## config.mk

```make
export PLATFORM = sky130hd
export DESIGN_NAME = usb_endpoint_bank_handler
export DESIGN_NICKNAME = d
export VERILOG_FILES = /design/src/hdl/usb_ep_pkg.sv /design/src/hdl/usb_ep_bank.sv /design/src/hdl/usb_endpoint_bank_handler.sv
export SDC_FILE = /design/constraint.sdc
export NUM_CORES = 1
export LEC_CHECK = 0
export BUFFER_PORTS_ARGS = -buffer_cell sky130_fd_sc_hd__buf_2
export CORE_MARGIN = 4
export CORE_UTILIZATION = 58
export DETAILED_ROUTE_END_ITERATION = 10
export GPL_ROUTABILITY_DRIVEN = 0
export PLACE_DENSITY = 0.74
export RECOVER_POWER = 100
export SLEW_MARGIN = 20
export SYNTH_ARGS = -nofsm -noshare
export SYNTH_HDL_FRONTEND = slang
export SYNTH_SLANG_ARGS = --single-unit
```

## constraint.sdc

```tcl
create_clock -name mclk -period 3.4 [get_ports mclk]
set_input_delay 0.68 -clock mclk [delete_from_list [all_inputs] [get_ports mclk]]
set_output_delay 0.68 -clock mclk [all_outputs]
set_load 0.05 [all_outputs]
```

## src/hdl/usb_ep_pkg.sv

```systemverilog
// package for the endpoint bank handler: types and constants
// assumes a single clock domain (mclk, 100 MHz)
package usb_ep_pkg;
  localparam int DATA_W     = 8;
  localparam int MAX_PKT    = 64;
  localparam int CNT_W      = 11;
  localparam int DEPTH_W    = 6;
  // suspend after 3 ms of idle bus, counted in mclk cycles
  localparam int CLK_MHZ    = 100;
  localparam int IDLE_US    = 3000;
  localparam int IDLE_CYC   = IDLE_US * CLK_MHZ;
  localparam logic [CNT_W-1:0] CNT_ZERO = 11'h000;

  // handshake answers to the bus engine
  typedef enum logic [1:0] {
    HS_NONE  = 2'b00,
    HS_ACK   = 2'b01,
    HS_NAK   = 2'b10,
    HS_STALL = 2'b11
  } handshake_t;

  // device states
  typedef enum logic [1:0] {
    DEV_DEFAULT    = 2'b00,
    DEV_ADDRESS    = 2'b01,
    DEV_CONFIGURED = 2'b10
  } dev_state_t;

  // token events from the serial engine
  typedef struct packed {
    logic inTok;     // in token for this endpoint
    logic outTok;    // out data packet start
    logic outByteV;  // one out byte valid
    logic [DATA_W-1:0] outByte;
    logic outEnd;    // out packet ended, crc good
    logic hostAck;   // host acked our in data
    logic setupTok;  // setup packet seen
  } bus_evt_t;

  // endpoint status for firmware
  typedef struct packed {
    logic txPacketReady;
    logic txComplete;
    logic rxBank0Full;
    logic rxBank1Full;
    logic stallSentFlag;
    logic [CNT_W-1:0] rxByteCount;
  } ep_status_t;
endpackage

```

## src/hdl/usb_ep_bank.sv

```systemverilog
// one packet bank of flip-flop storage with byte counter
// assumes writer and reader never use one bank at once
module usb_ep_bank
  import usb_ep_pkg::*;
#(
  parameter int DEPTH = MAX_PKT
) (
  // clock and reset
  input  wire logic              mclk,
  input  wire logic              reset,
  // fill side
  input  wire logic              clr,
  input  wire logic              wrEn,
  input  wire logic [DATA_W-1:0] wrData,
  // drain side
  input  wire logic              rdRewind,
  input  wire logic              rdEn,
  output logic      [DATA_W-1:0] rdData,
  output logic      [CNT_W-1:0]  count
);
  logic [DATA_W-1:0] mem [DEPTH];
  logic [CNT_W-1:0]  rdPtr_r;

  // byte count, saturates at depth
  always_ff @(posedge mclk) begin
    if (reset || clr) begin
      count <= CNT_ZERO;
    end else if (wrEn && count < CNT_W'(DEPTH)) begin
      count <= count + 1'b1;
    end
  end

  // storage write
  always_ff @(posedge mclk) begin
    if (wrEn && count < CNT_W'(DEPTH)) begin
      mem[count[DEPTH_W-1:0]] <= wrData;
    end
  end

  // sequential read pointer
  always_ff @(posedge mclk) begin
    if (reset || rdRewind) begin
      rdPtr_r <= CNT_ZERO;
    end else if (rdEn) begin
      rdPtr_r <= rdPtr_r + 1'b1;
    end
  end

  assign rdData = mem[rdPtr_r[DEPTH_W-1:0]];
endmodule

```

## src/hdl/usb_endpoint_bank_handler.sv

```systemverilog
// endpoint bank handler: single or ping-pong banks, in/out/stall handshakes
// assumes the serial engine delivers decoded events on mclk
module usb_endpoint_bank_handler
  import usb_ep_pkg::*;
#(
  parameter int DEPTH     = MAX_PKT,
  parameter int IDLE_CNT  = IDLE_CYC
) (
  // clock and reset
  input  wire logic              mclk,
  input  wire logic              reset,
  // configuration
  input  wire logic              dualBank,
  input  wire logic              isDefaultEp,
  // bus engine events and answer
  input  wire bus_evt_t          busEvt,
  input  wire logic              busActive,
  input  wire logic              busReset,
  input  wire logic              inByteTake,
  output handshake_t             handshake,
  output logic      [DATA_W-1:0] inByte,
  output logic                   inBank,
  // firmware control strobes
  input  wire logic              setTxReady,
  input  wire logic              clrTxComplete,
  input  wire logic              clrRxBank0,
  input  wire logic              clrRxBank1,
  input  wire logic              forceStallReq,
  input  wire logic              clrStallSent,
  input  wire logic              setAddressDone,
  input  wire logic              setConfigDone,
  input  wire logic              remoteWakeEn,
  input  wire logic              remoteWakeReq,
  // firmware fifo data port
  input  wire logic              fifoWr,
  input  wire logic [DATA_W-1:0] fifoWrData,
  input  wire logic              fifoRd,
  output logic      [DATA_W-1:0] fifoRdData,
  // status out
  output ep_status_t             status,
  output logic                   epIrq,
  output dev_state_t             devState,
  output logic                   suspended,
  output logic                   wakeResume
);
  // synchronised pin-level bus activity
  logic actMeta_r, actSync_r;
  always_ff @(posedge mclk) begin
    actMeta_r <= busActive;
    actSync_r <= actMeta_r;
  end

  // ---- bank bookkeeping ----
  logic       txArmed_r   [2];  // bank armed for in
  logic       txFwBank_r;       // bank firmware fills next
  logic       txBusBank_r;      // bank bus sends next
  logic       rxFull_r    [2];
  logic       rxWrBank_r;       // bank next out lands in
  logic       rxRdBank_r;       // bank firmware reads
  logic       outActive_r;
  logic       txComplete_r, stall_sent_flag_r, stallPend_r;
  logic [CNT_W-1:0] bankCnt [2];
  logic [DATA_W-1:0] bankRd [2];

  function automatic logic useBank(input logic sel);
    return dualBank ? sel : 1'b0;
  endfunction
  // ownership: out packet accepted only into a free bank
  logic outTarget, outFree;
  assign outTarget = useBank(rxWrBank_r);
  assign outFree   = !rxFull_r[outTarget] && !txArmed_r[outTarget];
  // per-bank strobes
  logic bankClr [2], bankWr [2], bankRew [2], bankRd_en [2];
  logic [DATA_W-1:0] bankWrData [2];
  always_comb begin
    for (int b = 0; b < 2; b++) begin
      bankClr[b]    = busReset || (b == 0 ? clrRxBank0 : clrRxBank1);
      bankWr[b]     = 1'b0;
      bankRew[b]    = 1'b0;
      bankRd_en[b]  = 1'b0;
      bankWrData[b] = fifoWrData;
    end
    // out packet start clears target bank
    if (busEvt.outTok && outFree && !forceStallReq) begin
      bankClr[outTarget] = 1'b1;
      bankRew[outTarget] = 1'b1;
    end
    if (busEvt.outByteV && outActive_r) begin
      bankWr[outTarget]     = 1'b1;
      bankWrData[outTarget] = busEvt.outByte;
    end
    // firmware write fills its in bank
    if (fifoWr) begin
      bankWr[useBank(txFwBank_r)] = 1'b1;
    end
    if (fifoRd) begin
      bankRd_en[useBank(rxRdBank_r)] = 1'b1;
    end
    // in token starts sending from the bus bank
    if (busEvt.inTok && txArmed_r[useBank(txBusBank_r)] && !forceStallReq) begin
      bankRew[useBank(txBusBank_r)] = 1'b1;
    end
    if (inByteTake) begin
      bankRd_en[useBank(txBusBank_r)] = 1'b1;
    end
    if (busEvt.hostAck && txArmed_r[useBank(txBusBank_r)]) begin // released: empty it
      bankClr[useBank(txBusBank_r)] = 1'b1;
    end
    // armed bank reads from its first byte
    if (setTxReady) begin
      bankRew[useBank(txFwBank_r)] = 1'b1;
    end
  end

  // bank instances
  for (genvar g = 0; g < 2; g++) begin : gBank
    usb_ep_bank #(.DEPTH(DEPTH)) uBank (
      .mclk     (mclk),
      .reset    (reset),
      .clr      (bankClr[g]),
      .wrEn     (bankWr[g]),
      .wrData   (bankWrData[g]),
      .rdRewind (bankRew[g]),
      .rdEn     (bankRd_en[g]),
      .rdData   (bankRd[g]),
      .count    (bankCnt[g])
    );
  end

  // in side: arm, send, release
  always_ff @(posedge mclk) begin
    if (reset || busReset) begin
      txArmed_r[0] <= 1'b0;
      txArmed_r[1] <= 1'b0;
      txFwBank_r   <= 1'b0;
      txBusBank_r  <= 1'b0;
    end else begin
      if (setTxReady) begin
        txArmed_r[useBank(txFwBank_r)] <= 1'b1;
        txFwBank_r <= dualBank ? !txFwBank_r : 1'b0;
      end
      if (busEvt.hostAck && txArmed_r[useBank(txBusBank_r)]) begin
        txArmed_r[useBank(txBusBank_r)] <= 1'b0;
        txBusBank_r <= dualBank ? !txBusBank_r : 1'b0;
      end
    end
  end

  // tx complete sticky, set beats clear
  always_ff @(posedge mclk) begin
    if (reset || busReset) begin
      txComplete_r <= 1'b0;
    end else if (busEvt.hostAck && txArmed_r[useBank(txBusBank_r)]) begin
      txComplete_r <= 1'b1;
    end else if (clrTxComplete) begin
      txComplete_r <= 1'b0;
    end
  end

  // out side: receive and bank alternation
  always_ff @(posedge mclk) begin
    if (reset || busReset) begin
      outActive_r <= 1'b0;
      rxFull_r[0] <= 1'b0;
      rxFull_r[1] <= 1'b0;
      rxWrBank_r  <= 1'b0;
      rxRdBank_r  <= 1'b0;
    end else begin
      if (busEvt.outTok) begin
        outActive_r <= outFree && !forceStallReq;
      end
      if (clrRxBank0) begin
        rxFull_r[0] <= 1'b0;
      end
      if (clrRxBank1) begin
        rxFull_r[1] <= 1'b0;
      end
      if (clrRxBank0 || clrRxBank1) begin
        rxRdBank_r <= dualBank ? !clrRxBank1 : 1'b0;
      end
      if (busEvt.outEnd && outActive_r) begin
        outActive_r          <= 1'b0;
        rxFull_r[outTarget]  <= 1'b1;
        rxWrBank_r           <= dualBank ? !rxWrBank_r : 1'b0;
      end
    end
  end

  // stall: answer stall then flag it
  always_ff @(posedge mclk) begin
    if (reset || busReset) begin
      stall_sent_flag_r <= 1'b0;
    end else if (stallPend_r) begin
      stall_sent_flag_r <= 1'b1;
    end else if (clrStallSent) begin
      stall_sent_flag_r <= 1'b0;
    end
  end

  // handshake selection
  always_ff @(posedge mclk) begin
    if (reset) begin
      handshake   <= HS_NONE;
      stallPend_r <= 1'b0;
    end else begin
      stallPend_r <= 1'b0;
      handshake   <= HS_NONE;
      if ((busEvt.inTok || busEvt.outEnd) && forceStallReq) begin
        handshake   <= HS_STALL;
        stallPend_r <= 1'b1;
      end else if (busEvt.inTok && !txArmed_r[useBank(txBusBank_r)]) begin
        handshake   <= HS_NAK;
      end else if (busEvt.outEnd) begin
        handshake   <= outActive_r ? HS_ACK : HS_NAK;
      end
    end
  end

  // data and status registers
  always_ff @(posedge mclk) begin
    if (reset) begin
      inByte     <= '0;
      inBank     <= 1'b0;
      fifoRdData <= '0;
      status     <= '0;
      epIrq      <= 1'b0;
    end else begin
      inByte     <= bankRd[useBank(txBusBank_r)];
      inBank     <= txBusBank_r;
      fifoRdData <= bankRd[useBank(rxRdBank_r)];
      status.txPacketReady <= txArmed_r[0] || txArmed_r[1];
      status.txComplete    <= txComplete_r;
      status.rxBank0Full   <= rxFull_r[0];
      status.rxBank1Full   <= rxFull_r[1];
      status.stallSentFlag <= stall_sent_flag_r;
      status.rxByteCount   <= bankCnt[useBank(rxRdBank_r)];
      epIrq <= txComplete_r || rxFull_r[0] || rxFull_r[1] || stall_sent_flag_r;
    end
  end

  // device state from bus reset and default endpoint requests
  always_ff @(posedge mclk) begin
    if (reset || busReset) begin
      devState <= DEV_DEFAULT;
    end else if (isDefaultEp && setConfigDone && devState == DEV_ADDRESS) begin
      devState <= DEV_CONFIGURED;
    end else if (isDefaultEp && setAddressDone && devState == DEV_DEFAULT) begin
      devState <= DEV_ADDRESS;
    end
  end

  // idle counter for suspend, activity resumes
  logic [31:0] idleCnt_r;
  always_ff @(posedge mclk) begin
    if (reset || actSync_r) begin
      idleCnt_r <= '0;
      suspended <= 1'b0;
    end else if (idleCnt_r >= 32'(IDLE_CNT - 1)) begin
      suspended <= 1'b1;
    end else begin
      idleCnt_r <= idleCnt_r + 1'b1;
    end
  end

  always_ff @(posedge mclk) begin
    if (reset) begin
      wakeResume <= 1'b0;
    end else begin
      wakeResume <= suspended && remoteWakeEn && remoteWakeReq;
    end
  end
endmodule

```

# Word-level counts from Yosys, hierarchy flattened
# Memory sizes are Yosys's and may differ from the RTL's. A register that Yosys moved wholly into a read port is not among the register bits.
# Index checks and enable logic that the tools add are counted.
dict set report totals {
  mem_bits_rw 1028
  register_bits 126
  rom_bits 0
  out_inout_bits 40
  latch_bits 0
  mem_count 4
  inputBits 41
  elab_cells 198
}
# memory words word_bits rd rd_ports_with_merged_regs write_ports line
set memory_table {}
lappend memory_table {{gBank[0].uBank.mem} 64 8 1 1 1 usb_ep_bank.sv:21} ;# logic [DATA_W-1:0] mem [DEPTH];
lappend memory_table {{gBank[1].uBank.mem} 64 8 1 1 1 usb_ep_bank.sv:21}
lappend memory_table {rxFull_r 2 1 3 0 3 usb_endpoint_bank_handler.sv:57} ;# logic rxFull_r [2];
lappend memory_table {txArmed_r 2 1 4 0 2 usb_endpoint_bank_handler.sv:54} ;# logic txArmed_r [2];
dict set report classes {
  n_addsub 5
  n_lt_le_gt_ge 11
  bitwise 12
  n_mul 0
  shift 0
  eq_ne 1
  reduce_logical 53
  n_div 0
  mux 82
}
# cell n
set op_table {}
lappend op_table {{2-to-1 mux 8 bit} 7}
lappend op_table {{2-to-1 mux 1 bit} 46}
lappend op_table {{adder 11 x 1 -> 11 bit, second input constant} 4}
lappend op_table {{2-to-1 mux 11 bit} 3}
lappend op_table {{adder 32 x 1 -> 32 bit, second input constant} 1}
lappend op_table {{greater-or-equal comparator 32 x 19 -> 1 bit, second input constant} 1}
lappend op_table {{2-to-1 mux 2 bit} 15}
lappend op_table {{2-to-1 mux 6 bit} 4}
lappend op_table {{logical AND 1 bit} 23}
lappend op_table {{less-than comparator 11 x 7 -> 1 bit, second input constant} 2}
lappend op_table {{bitwise mux 16 bit} 1}
lappend op_table {{2-to-1 mux 16 bit} 1}
lappend op_table {{logical OR 1 bit} 14}
lappend op_table {{bitwise OR 2 bit} 6}
lappend op_table {{demux 8 bit (select 1 bit)} 1}
lappend op_table {{greater-or-equal comparator 2 bit, second input constant} 4}
lappend op_table {{zero test 1 bit} 8}
lappend op_table {{less-than comparator 2 x 1 -> 1 bit, second input constant} 4}
lappend op_table {{inverter 1 -> 2 bit} 4}
lappend op_table {{nonzero test 2 bit} 3}
lappend op_table {{demux 1 bit (select 1 bit)} 4}
lappend op_table {{OR reduction 2 bit} 2}
lappend op_table {{equality test 2 x 1 -> 1 bit, second input constant} 1}
lappend op_table {{zero test 2 bit} 1}
lappend op_table {{other kinds (2)} 4}

# Depth between registers and ports, before layout
# Gate-level depths: netlist of the first run.
dict set report depth {
  word_depth 13
  ltp_mapped 11
  mapped_depth_nobuf 7
}

# By module
# From an unflattened synthesis of the first run, not the netlist that was laid out.
dict set report hier_totals {
  cells_unflattened 2431
  hier_area_um2 45132.0
}
# mod cells_per_inst instances seq_area_each_um2 area_per_inst_um2
set by_module_without_submodules {}
lappend by_module_without_submodules {{usb_ep_bank at gBank[0].uBank} 1011 1 15835.2 20758.7}
lappend by_module_without_submodules {{usb_ep_bank at gBank[1].uBank} 999 1 15835.2 20742.4}
lappend by_module_without_submodules {usb_endpoint_bank_handler 421 1 1721.7 3631.0}

# Worst setup path after synthesis of the first run
# No wires, ideal clock.
dict set report synth_path {
  path_type {input to register}
  from {in busEvt[11] in the netlist's numbering}
  to {mem gBank[1].uBank.mem[63][0], enable pin}
  stages 7
  slack_ns 0.836
  t_arrival_ns 2.194
  path_buffers 2
  required_time_ns 3.029
  setup_time_ns 0.371
  cell_sequence {nand4_2 a211oi_4 and2_1 buf_4 nand3_2 buf_2 nor2_1}
}
dict set report synth_via {
  elab_chain_cells 7
}
# element line
set synth_rtl {}
lappend synth_rtl {{from (decl)} usb_endpoint_bank_handler.sv:16} ;# input wire bus_evt_t busEvt,
lappend synth_rtl {{logical AND 1 bit *} usb_endpoint_bank_handler.sv:88} ;# if (busEvt.outByteV && outActive_r) begin
lappend synth_rtl {{2-to-1 mux 2 bit *} usb_endpoint_bank_handler.sv:88}
lappend synth_rtl {{bitwise OR 2 bit (no line)} n/a}
lappend synth_rtl {{2-to-1 mux 2 bit *} usb_endpoint_bank_handler.sv:93} ;# if (fifoWr) begin
lappend synth_rtl {{logical AND 1 bit *} usb_ep_bank.sv:35} ;# if (wrEn && count < CNT_W'(DEPTH)) begin
lappend synth_rtl {{2-to-1 mux 1 bit *} usb_ep_bank.sv:35}
lappend synth_rtl {{2-to-1 mux 1 bit (not written as such) *} usb_ep_bank.sv:36} ;# mem[count[DEPTH_W-1:0]] <= wrData;
lappend synth_rtl {{to (decl)} usb_ep_bank.sv:21}
# Mark *: on every way between the ends. The rest lies on a longest branch, timed or not.

==> results of run 1 <==
-- path summary, 6_finish.rpt --
| path | start | end | slack, ns |
|---|---|---|---|
| worst min-delay path | busActive | actMeta_r$_DFF_P_ | 0.10 |
| worst min register to register | actMeta_r$_DFF_P_ | actSync_r$_DFF_P_ | 0.33 |
| worst max-delay path | register | inByte[7]$_SDFF_PP0_ | 0.13 |
| worst max register to register | register | inByte[7]$_SDFF_PP0_ | 0.13 |
-- area by class of cell --
cell class / count / area (µm²) / area share (%)
timing repair buffer: 327 / 1800 / 3.51
sequential: 1156 / 33400 / 65.2
tap: 1040 / 1300 / 2.54
clock buffer: 141 / 3020 / 5.89
clock inverter: 63 / 554 / 1.08
antenna: 1 / 2.50 / 0.00488
inverter: 17 / 63.8 / 0.124
multi-input combinational: 1273 / 11100 / 21.7
-- sequential cells by signal, indices dropped and copies added (netlist names), 2 cells and up, named ones only --
| signal | flops |
|---|---|
| rxFull_r | 2 |
| txArmed_r | 2 |
| devState | 2 |
| handshake | 2 |
| gBank.uBank.mem | 1024 |
| status | 16 |
| gBank.uBank.count | 22 |
| inByte | 8 |
| fifoRdData | 8 |
| idleCnt_r | 32 |
| gBank.uBank.rdPtr_r | 12 |
-- synthesized netlist by cell type (8+ instances only) --
cell and number:
nand2_1 110, nor2_1 204, xor2_1 19, and4_1 8
nand3b_1 8, clkbuf_1 41, mux2i_1 213, nand3_1 41
inv_1 17, o21ai_0 22, nand2b_1 10, and2_1 23
nor3_1 13, edfxtp_1 1024, o211ai_1 13, and3_1 20
a221oi_1 8, dfxtp_1 132, buf_6 23, buf_1 18
mux4_2 161, buf_4 30, buf_2 22, a22oi_1 93
o22ai_1 13, a31oi_1 18, nor2b_1 28, mux2_2 33
a21oi_1 64, nand4_1 12, a211oi_1 10, or3_1 12
-- placed cells by master, fill, tap and decap left out, drive strengths merged, types with 18 or more instances in the layout --
cell type  netlist  final
dfxtp          132    132
a22oi           93     93
xor2            19     19
nand2          110    110
edfxtp        1024   1024
nor2b           28     28
mux2i          213    213
o21ai           23     23
and3            20     20
mux2            33     33
and2            24     24
clkinv           0     45
a21oi           64     64
mux4           161    161
inv             17     21
buf             93    124
a31oi           18     18
clkbuf          43    344
nor2           205    205
nand3           42     42
-- through the flow --
| step | total power [mW] | instances | hold slack (ns) | cell area (µm²) | setup slack [ns] |
|---|---|---|---|---|---|
| after floorplan | 16.3 | 2582 | 0.310 | 45400 | 0.836 |
| after global placement | 16.6 | 3813 | 0.316 | 48500 | 0.261 |
| after detailed placement | 16.7 | 3813 | 0.321 | 48500 | 0.288 |
| after CTS | 28.5 | 4017 | 0.0746 | 52100 | 0.264 |
| after global routing | 29.2 | 4017 | 0.0846 | 51300 | 0.0658 |
| final | 28.3 | 4018 | 0.102 | 51300 | 0.127 |
-- power by group through the flow --
stage | sequential (mW) | clock [mW] | combinational (mW)
floorplan | 15.9 | 0 | 0.404
global placement | 15.8 | 0 | 0.810
detailed placement | 15.8 | 0 | 0.838
CTS | 15.5 | 12.1 | 0.843
global route | 15.5 | 12.8 | 0.851
finish | 15.5 | 12.0 | 0.806
-- kinds of logic after synthesis --
family	count (synthesis)	share of synthesized area [%]
adders and majority gates	5	0.138
DFF	1156	73.5
buffers and inverters	153	1.98
xor gates and xnor gates	25	0.482
muxes	407	13.5
and+or+nand+nor	529	5.63
AOI/OAI and AO/OA	307	4.77
-- worst max-delay path, stage by stage (launching register included) --
cell       delay [ns]
dfxtp_4          0.53
buf_12           0.30
mux4_2           0.57
mux2_2           0.31
a221oi_1         0.25
a2111oi_0        0.11
buf_4            0.21
nor3_1           0.39
clkbuf_1         0.26
o22ai_1          0.14
-- routing by layer --
metal  vias to the layer above  track usage (%)  wire length [µm]
met3                       256             6.73             13100
met2                      1494             40.3             50500
met5                         -                0                 0
met1                     13100             38.1             42000
met4                         0             7.81              3480
li1                      10900                -                 -
==> impl_metrics.env, run 1 <==
export IMPL_status="complete, but fails checks"
export IMPL_violations="capacitance limit, slew limit"
export IMPL_critPathRequiredTime_ns=3.93
export IMPL_vias=25700
export IMPL_max_slew_margin_pct=-9.63
export IMPL_p_switching_mw=5.82
export IMPL_track_usage_pct=26.4
export IMPL_synth_nets=2628
export IMPL_maxCapViolCount=5
export IMPL_rows=102
export IMPL_clk_path_buf_depth=3
export IMPL_critPathKind="register to register"
export IMPL_cts_max_level=3
export IMPL_root_buffer="clkbuf_16"
export IMPL_synth_edf_count=1024
export IMPL_p_int_mw=22.5
export IMPL_synth_area_um2=45400
export IMPL_antenna_left=0
export IMPL_synth_top_area_share_pct=67.7
export IMPL_pwr_share_comb_pct=2.8
export IMPL_antenna_found_initial=0
export IMPL_path_max_fanout=25
export IMPL_clkSlewWorstSetupHoldPaths_ns=0.06
export IMPL_fin_util_pct=66.1
export IMPL_drt_iter0_drc=3057
export IMPL_drc=0
export IMPL_fillers=5218
export IMPL_grt_pass1_vias=25700
export IMPL_setup_tns_ns=0
export IMPL_vias_per_cell=6.40
export IMPL_clockPowerShare_pct=42.4
export IMPL_final_hold_viol_count=0
export IMPL_peakVddDrop_mv=0.458
export IMPL_die_width_um=288
export IMPL_setup_viol=0
export IMPL_drt_total_wl_mm=109
export IMPL_rsz0062_at_grt="no"
export IMPL_post_drt_wl_per_cell_um=27.1
export IMPL_critPathCaptureType="register"
export IMPL_cts_buffers_inserted=110
export IMPL_reg2reg_depth=9
export IMPL_cts_resized=0
export IMPL_syn_to_final_growth_pct=12.9
export IMPL_pwr_share_seq_pct=54.8
export IMPL_synthTopCellsByArea="edfxtp_1, mux4_2, dfxtp_1"
export IMPL_cts_setup_buffers=0
export IMPL_worstMarginPinSlew_ns=1.64
export IMPL_core_um2=77600
export IMPL_postCtsHoldBufs=0
export IMPL_initial_core_util_pct=58.5
export IMPL_pin_count=81
export IMPL_yosysTopAreaCell="edfxtp_1"
export IMPL_drv_slew=259
export IMPL_synth_warnings=0
export IMPL_finalCriticalPeriod_ns=3.27
export IMPL_swShare_pct=20.5
export IMPL_synth_avg_cell_area_um2=17.6
export IMPL_clock_latency_ns=0.68
export IMPL_die_height_um=288
export IMPL_globalRoute_totalOverflow=0
export IMPL_ys_ff_latch=1156
export IMPL_fin_nets=2931
export IMPL_drive_above_1_share_pct=17.2
export IMPL_arrival_ns=3.80
export IMPL_clkSinkCount=1156
export IMPL_critPathLaunchType="register"
export IMPL_synth_cell_types=79
export IMPL_die_area_um2=82900
export IMPL_synth_top_flop_cell="edfxtp_1"
export IMPL_power_leakage_nw=15.8
export IMPL_grt_start_max_net_pins=65
export IMPL_clock_skew_ns=0.0374
export IMPL_hold_path_class="primary input to register"
export IMPL_async_reset_ff_share_pct=0
export IMPL_synthCells=2582
export IMPL_cts_tree="done"
export IMPL_dpl_hpwl_mm=69.9
export IMPL_dr_pass1_iters=6
export IMPL_numPortBuffers=79
export IMPL_whs_path_depth=1
export IMPL_p_per_area_nw_per_um2=553
export IMPL_layout_worst_path_cycle_share_pct=96.3
export IMPL_fmax_ghz=0.306
export IMPL_grt_pass1_wl_mm=163
export IMPL_ys_seq_area_share_pct=73.5
Power figures use the tool's default switching activity.
==> inputs of run 2 (changes only) <==
CORE_UTILIZATION = 30   (was 58)
PLACE_DENSITY = default   (was 0.74)
RECOVER_POWER = default   (was 100)
==> run 2 against run 1 <==
Clock skew decreased by 0.0067 ns. Clock power barely moved. Sequential power about the same. Die area up 90%. Register-to-register slack improved by 0.17 ns. The flow now finishes without violations. Final area is 4.0% higher. Cell count is 25% higher. Critical path depth shrank 2.
==> impl_metrics.env, run 2 (same netlist as run 1, synthesis figures left out) <==
export IMPL_cts_buffers_inserted=108
export IMPL_hold_path_class="primary input to register"
export IMPL_gr_usage_met2_pct=23.4
export IMPL_pin_count=81
export IMPL_dr_pass1_iters=5
export IMPL_die_width_um=397
export IMPL_p_per_area_nw_per_um2=536
export IMPL_clkSinkCount=1156
export IMPL_cts_resized=0
export IMPL_drt_iter0_drc=2357
export IMPL_drt_total_wl_mm=115
export IMPL_critPathBufInv=1
export IMPL_core_um2=150000
export IMPL_cts_tree="done"
export IMPL_critPathKind="register to register"
export IMPL_cts_setup_buffers=0
export IMPL_clk_path_buf_depth=3
export IMPL_use_met1_pct=20.1
export IMPL_grt_pass1_vias=24600
export IMPL_rrSetupSlack_ns=0.30
export IMPL_track_usage_pct=14.4
export IMPL_antenna_left=0
export IMPL_critPathLaunchType="register"
export IMPL_fin_nets=2950
export IMPL_power_leakage_nw=16.7
export IMPL_status="finished clean"
export IMPL_drv_slew=0
export IMPL_slowest_delay_ns=0.70
export IMPL_maxCapViolCount=0
export IMPL_placed_cell_area_um2=49700
export IMPL_final_hold_viol_count=0
export IMPL_largest_register_ffs=1024
export IMPL_clock_skew_ns=0.0308
export IMPL_layout_commonest_cell="edfxtp_1"
export IMPL_antenna_found_initial=2
export IMPL_critPathRequiredTime_ns=3.96
export IMPL_max_slew_margin_pct=32.3
export IMPL_grt_busiest_layer="met2"
export IMPL_grt_pass1_wl_mm=169
export IMPL_rsz0062_at_grt="no"
export IMPL_vias_per_cell=4.92
export IMPL_postCtsHoldBufs=0
export IMPL_finalCriticalPeriod_ns=3.10
export IMPL_arrival_ns=3.66
export IMPL_worstPathCellList="buf_4 -> mux2i_1 -> mux4_2 -> nor3b_1 -> nor4_1 -> a21oi_1 -> a211oi_1"
export IMPL_grtUsageMet3_pct=1.99
export IMPL_clock_latency_ns=0.70
export IMPL_cp_top_family="flip-flops"
export IMPL_root_buffer="clkbuf_16"
export IMPL_fin_area_um2=53300
export IMPL_fmax_ghz=0.323
export IMPL_drive_above_1_share_pct=24.3
export IMPL_grt_start_max_net_pins=65
export IMPL_initial_core_util_pct=30.3
export IMPL_vias=24700
export IMPL_syn_to_final_growth_pct=17.4
export IMPL_die_area_um2=158000
export IMPL_finalPower_mw=28.6
export IMPL_clkSlewWorstSetupHoldPaths_ns=0.06
export IMPL_path_max_fanout=19
export IMPL_cp_slowest_cell="dfxtp_2"
export IMPL_numPortBuffers=79
export IMPL_rows=142
export IMPL_setup_tns_ns=0
export IMPL_post_drt_wl_per_cell_um=22.9
export IMPL_dpl_hpwl_mm=76.0
export IMPL_drc=0
export IMPL_worstMarginPinSlew_ns=1.01
export IMPL_critPathCaptureType="register"
export IMPL_mostFrequentLayoutCells="edfxtp_1, buf_4, mux2i_1"
export IMPL_globalRoute_totalOverflow=0
export IMPL_setup_viol=0
export IMPL_layout_worst_path_cycle_share_pct=91.2
export IMPL_cts_max_level=3
export IMPL_peakVddDrop_mv=0.391
export IMPL_die_height_um=397
[run 2: through the flow]
step | instances | worst slack [ns] | hold slack, ns | utilization, %
2_1_floorplan | 2582 | 0.836 | 0.310 | -
3_3_place_gp | 4810 | 0.254 | 0.314 | 33.1
3_5_place_dp | 4810 | 0.238 | 0.313 | 33.1
4_1_cts | 5014 | 0.346 | 0.0107 | 35.5
5_1_grt | 5015 | 0.141 | 0.0443 | 35.5
6_report | 5017 | 0.300 | 0.0773 | 35.5
[run 2: area by class of cell]
type                            instances  area, µm²
Antenna cell                            3       7.51
Clock buffer                          151       3010
Clock inverter                         53        588
Fill cell                           14100      96800
Inverter                               17       63.8
Multi-Input combinational cell       1273      11100
Sequential cell                      1156      33400
Tap cell                             2016       2520
Timing Repair Buffer                  348       2590
[run 2: metal layers]
layer / vias to the layer above / part of all wire, %
li1: 10900 / -
met1: 12800 / 44
met2: 778 / 48
met3: 154 / 5.9
met4: 0 / 2.4
met5: - / 0
[run 2: path summary, 6_finish.rpt]
check | startpoint | end | cells after the start
setup / recovery | register | fifoRdData[6]$_SDFF_PP0_ | 7
hold / removal | busActive | actMeta_r$_DFF_P_ | 1
setup reg to reg | register | fifoRdData[6]$_SDFF_PP0_ | 7
hold reg to reg | actMeta_r$_DFF_P_ | actSync_r$_DFF_P_ | 0
[run 2: power by group]
part	internal, mW	switching, mW
registers	15.5	0.0420
logic	0.242	0.595
clock network	6.96	5.23
total	22.7	5.87
[run 2: worst reg2reg max path: cells and delay by family, from the launching register on]
family | cells | cell delay, ns
AO/OA/AOI/OAI | 2 | 0.58
AND/OR/NAND/NOR | 2 | 0.62
multiplexers | 2 | 0.67
buffers and inverters | 1 | 0.39
flip-flops | 1 | 0.70
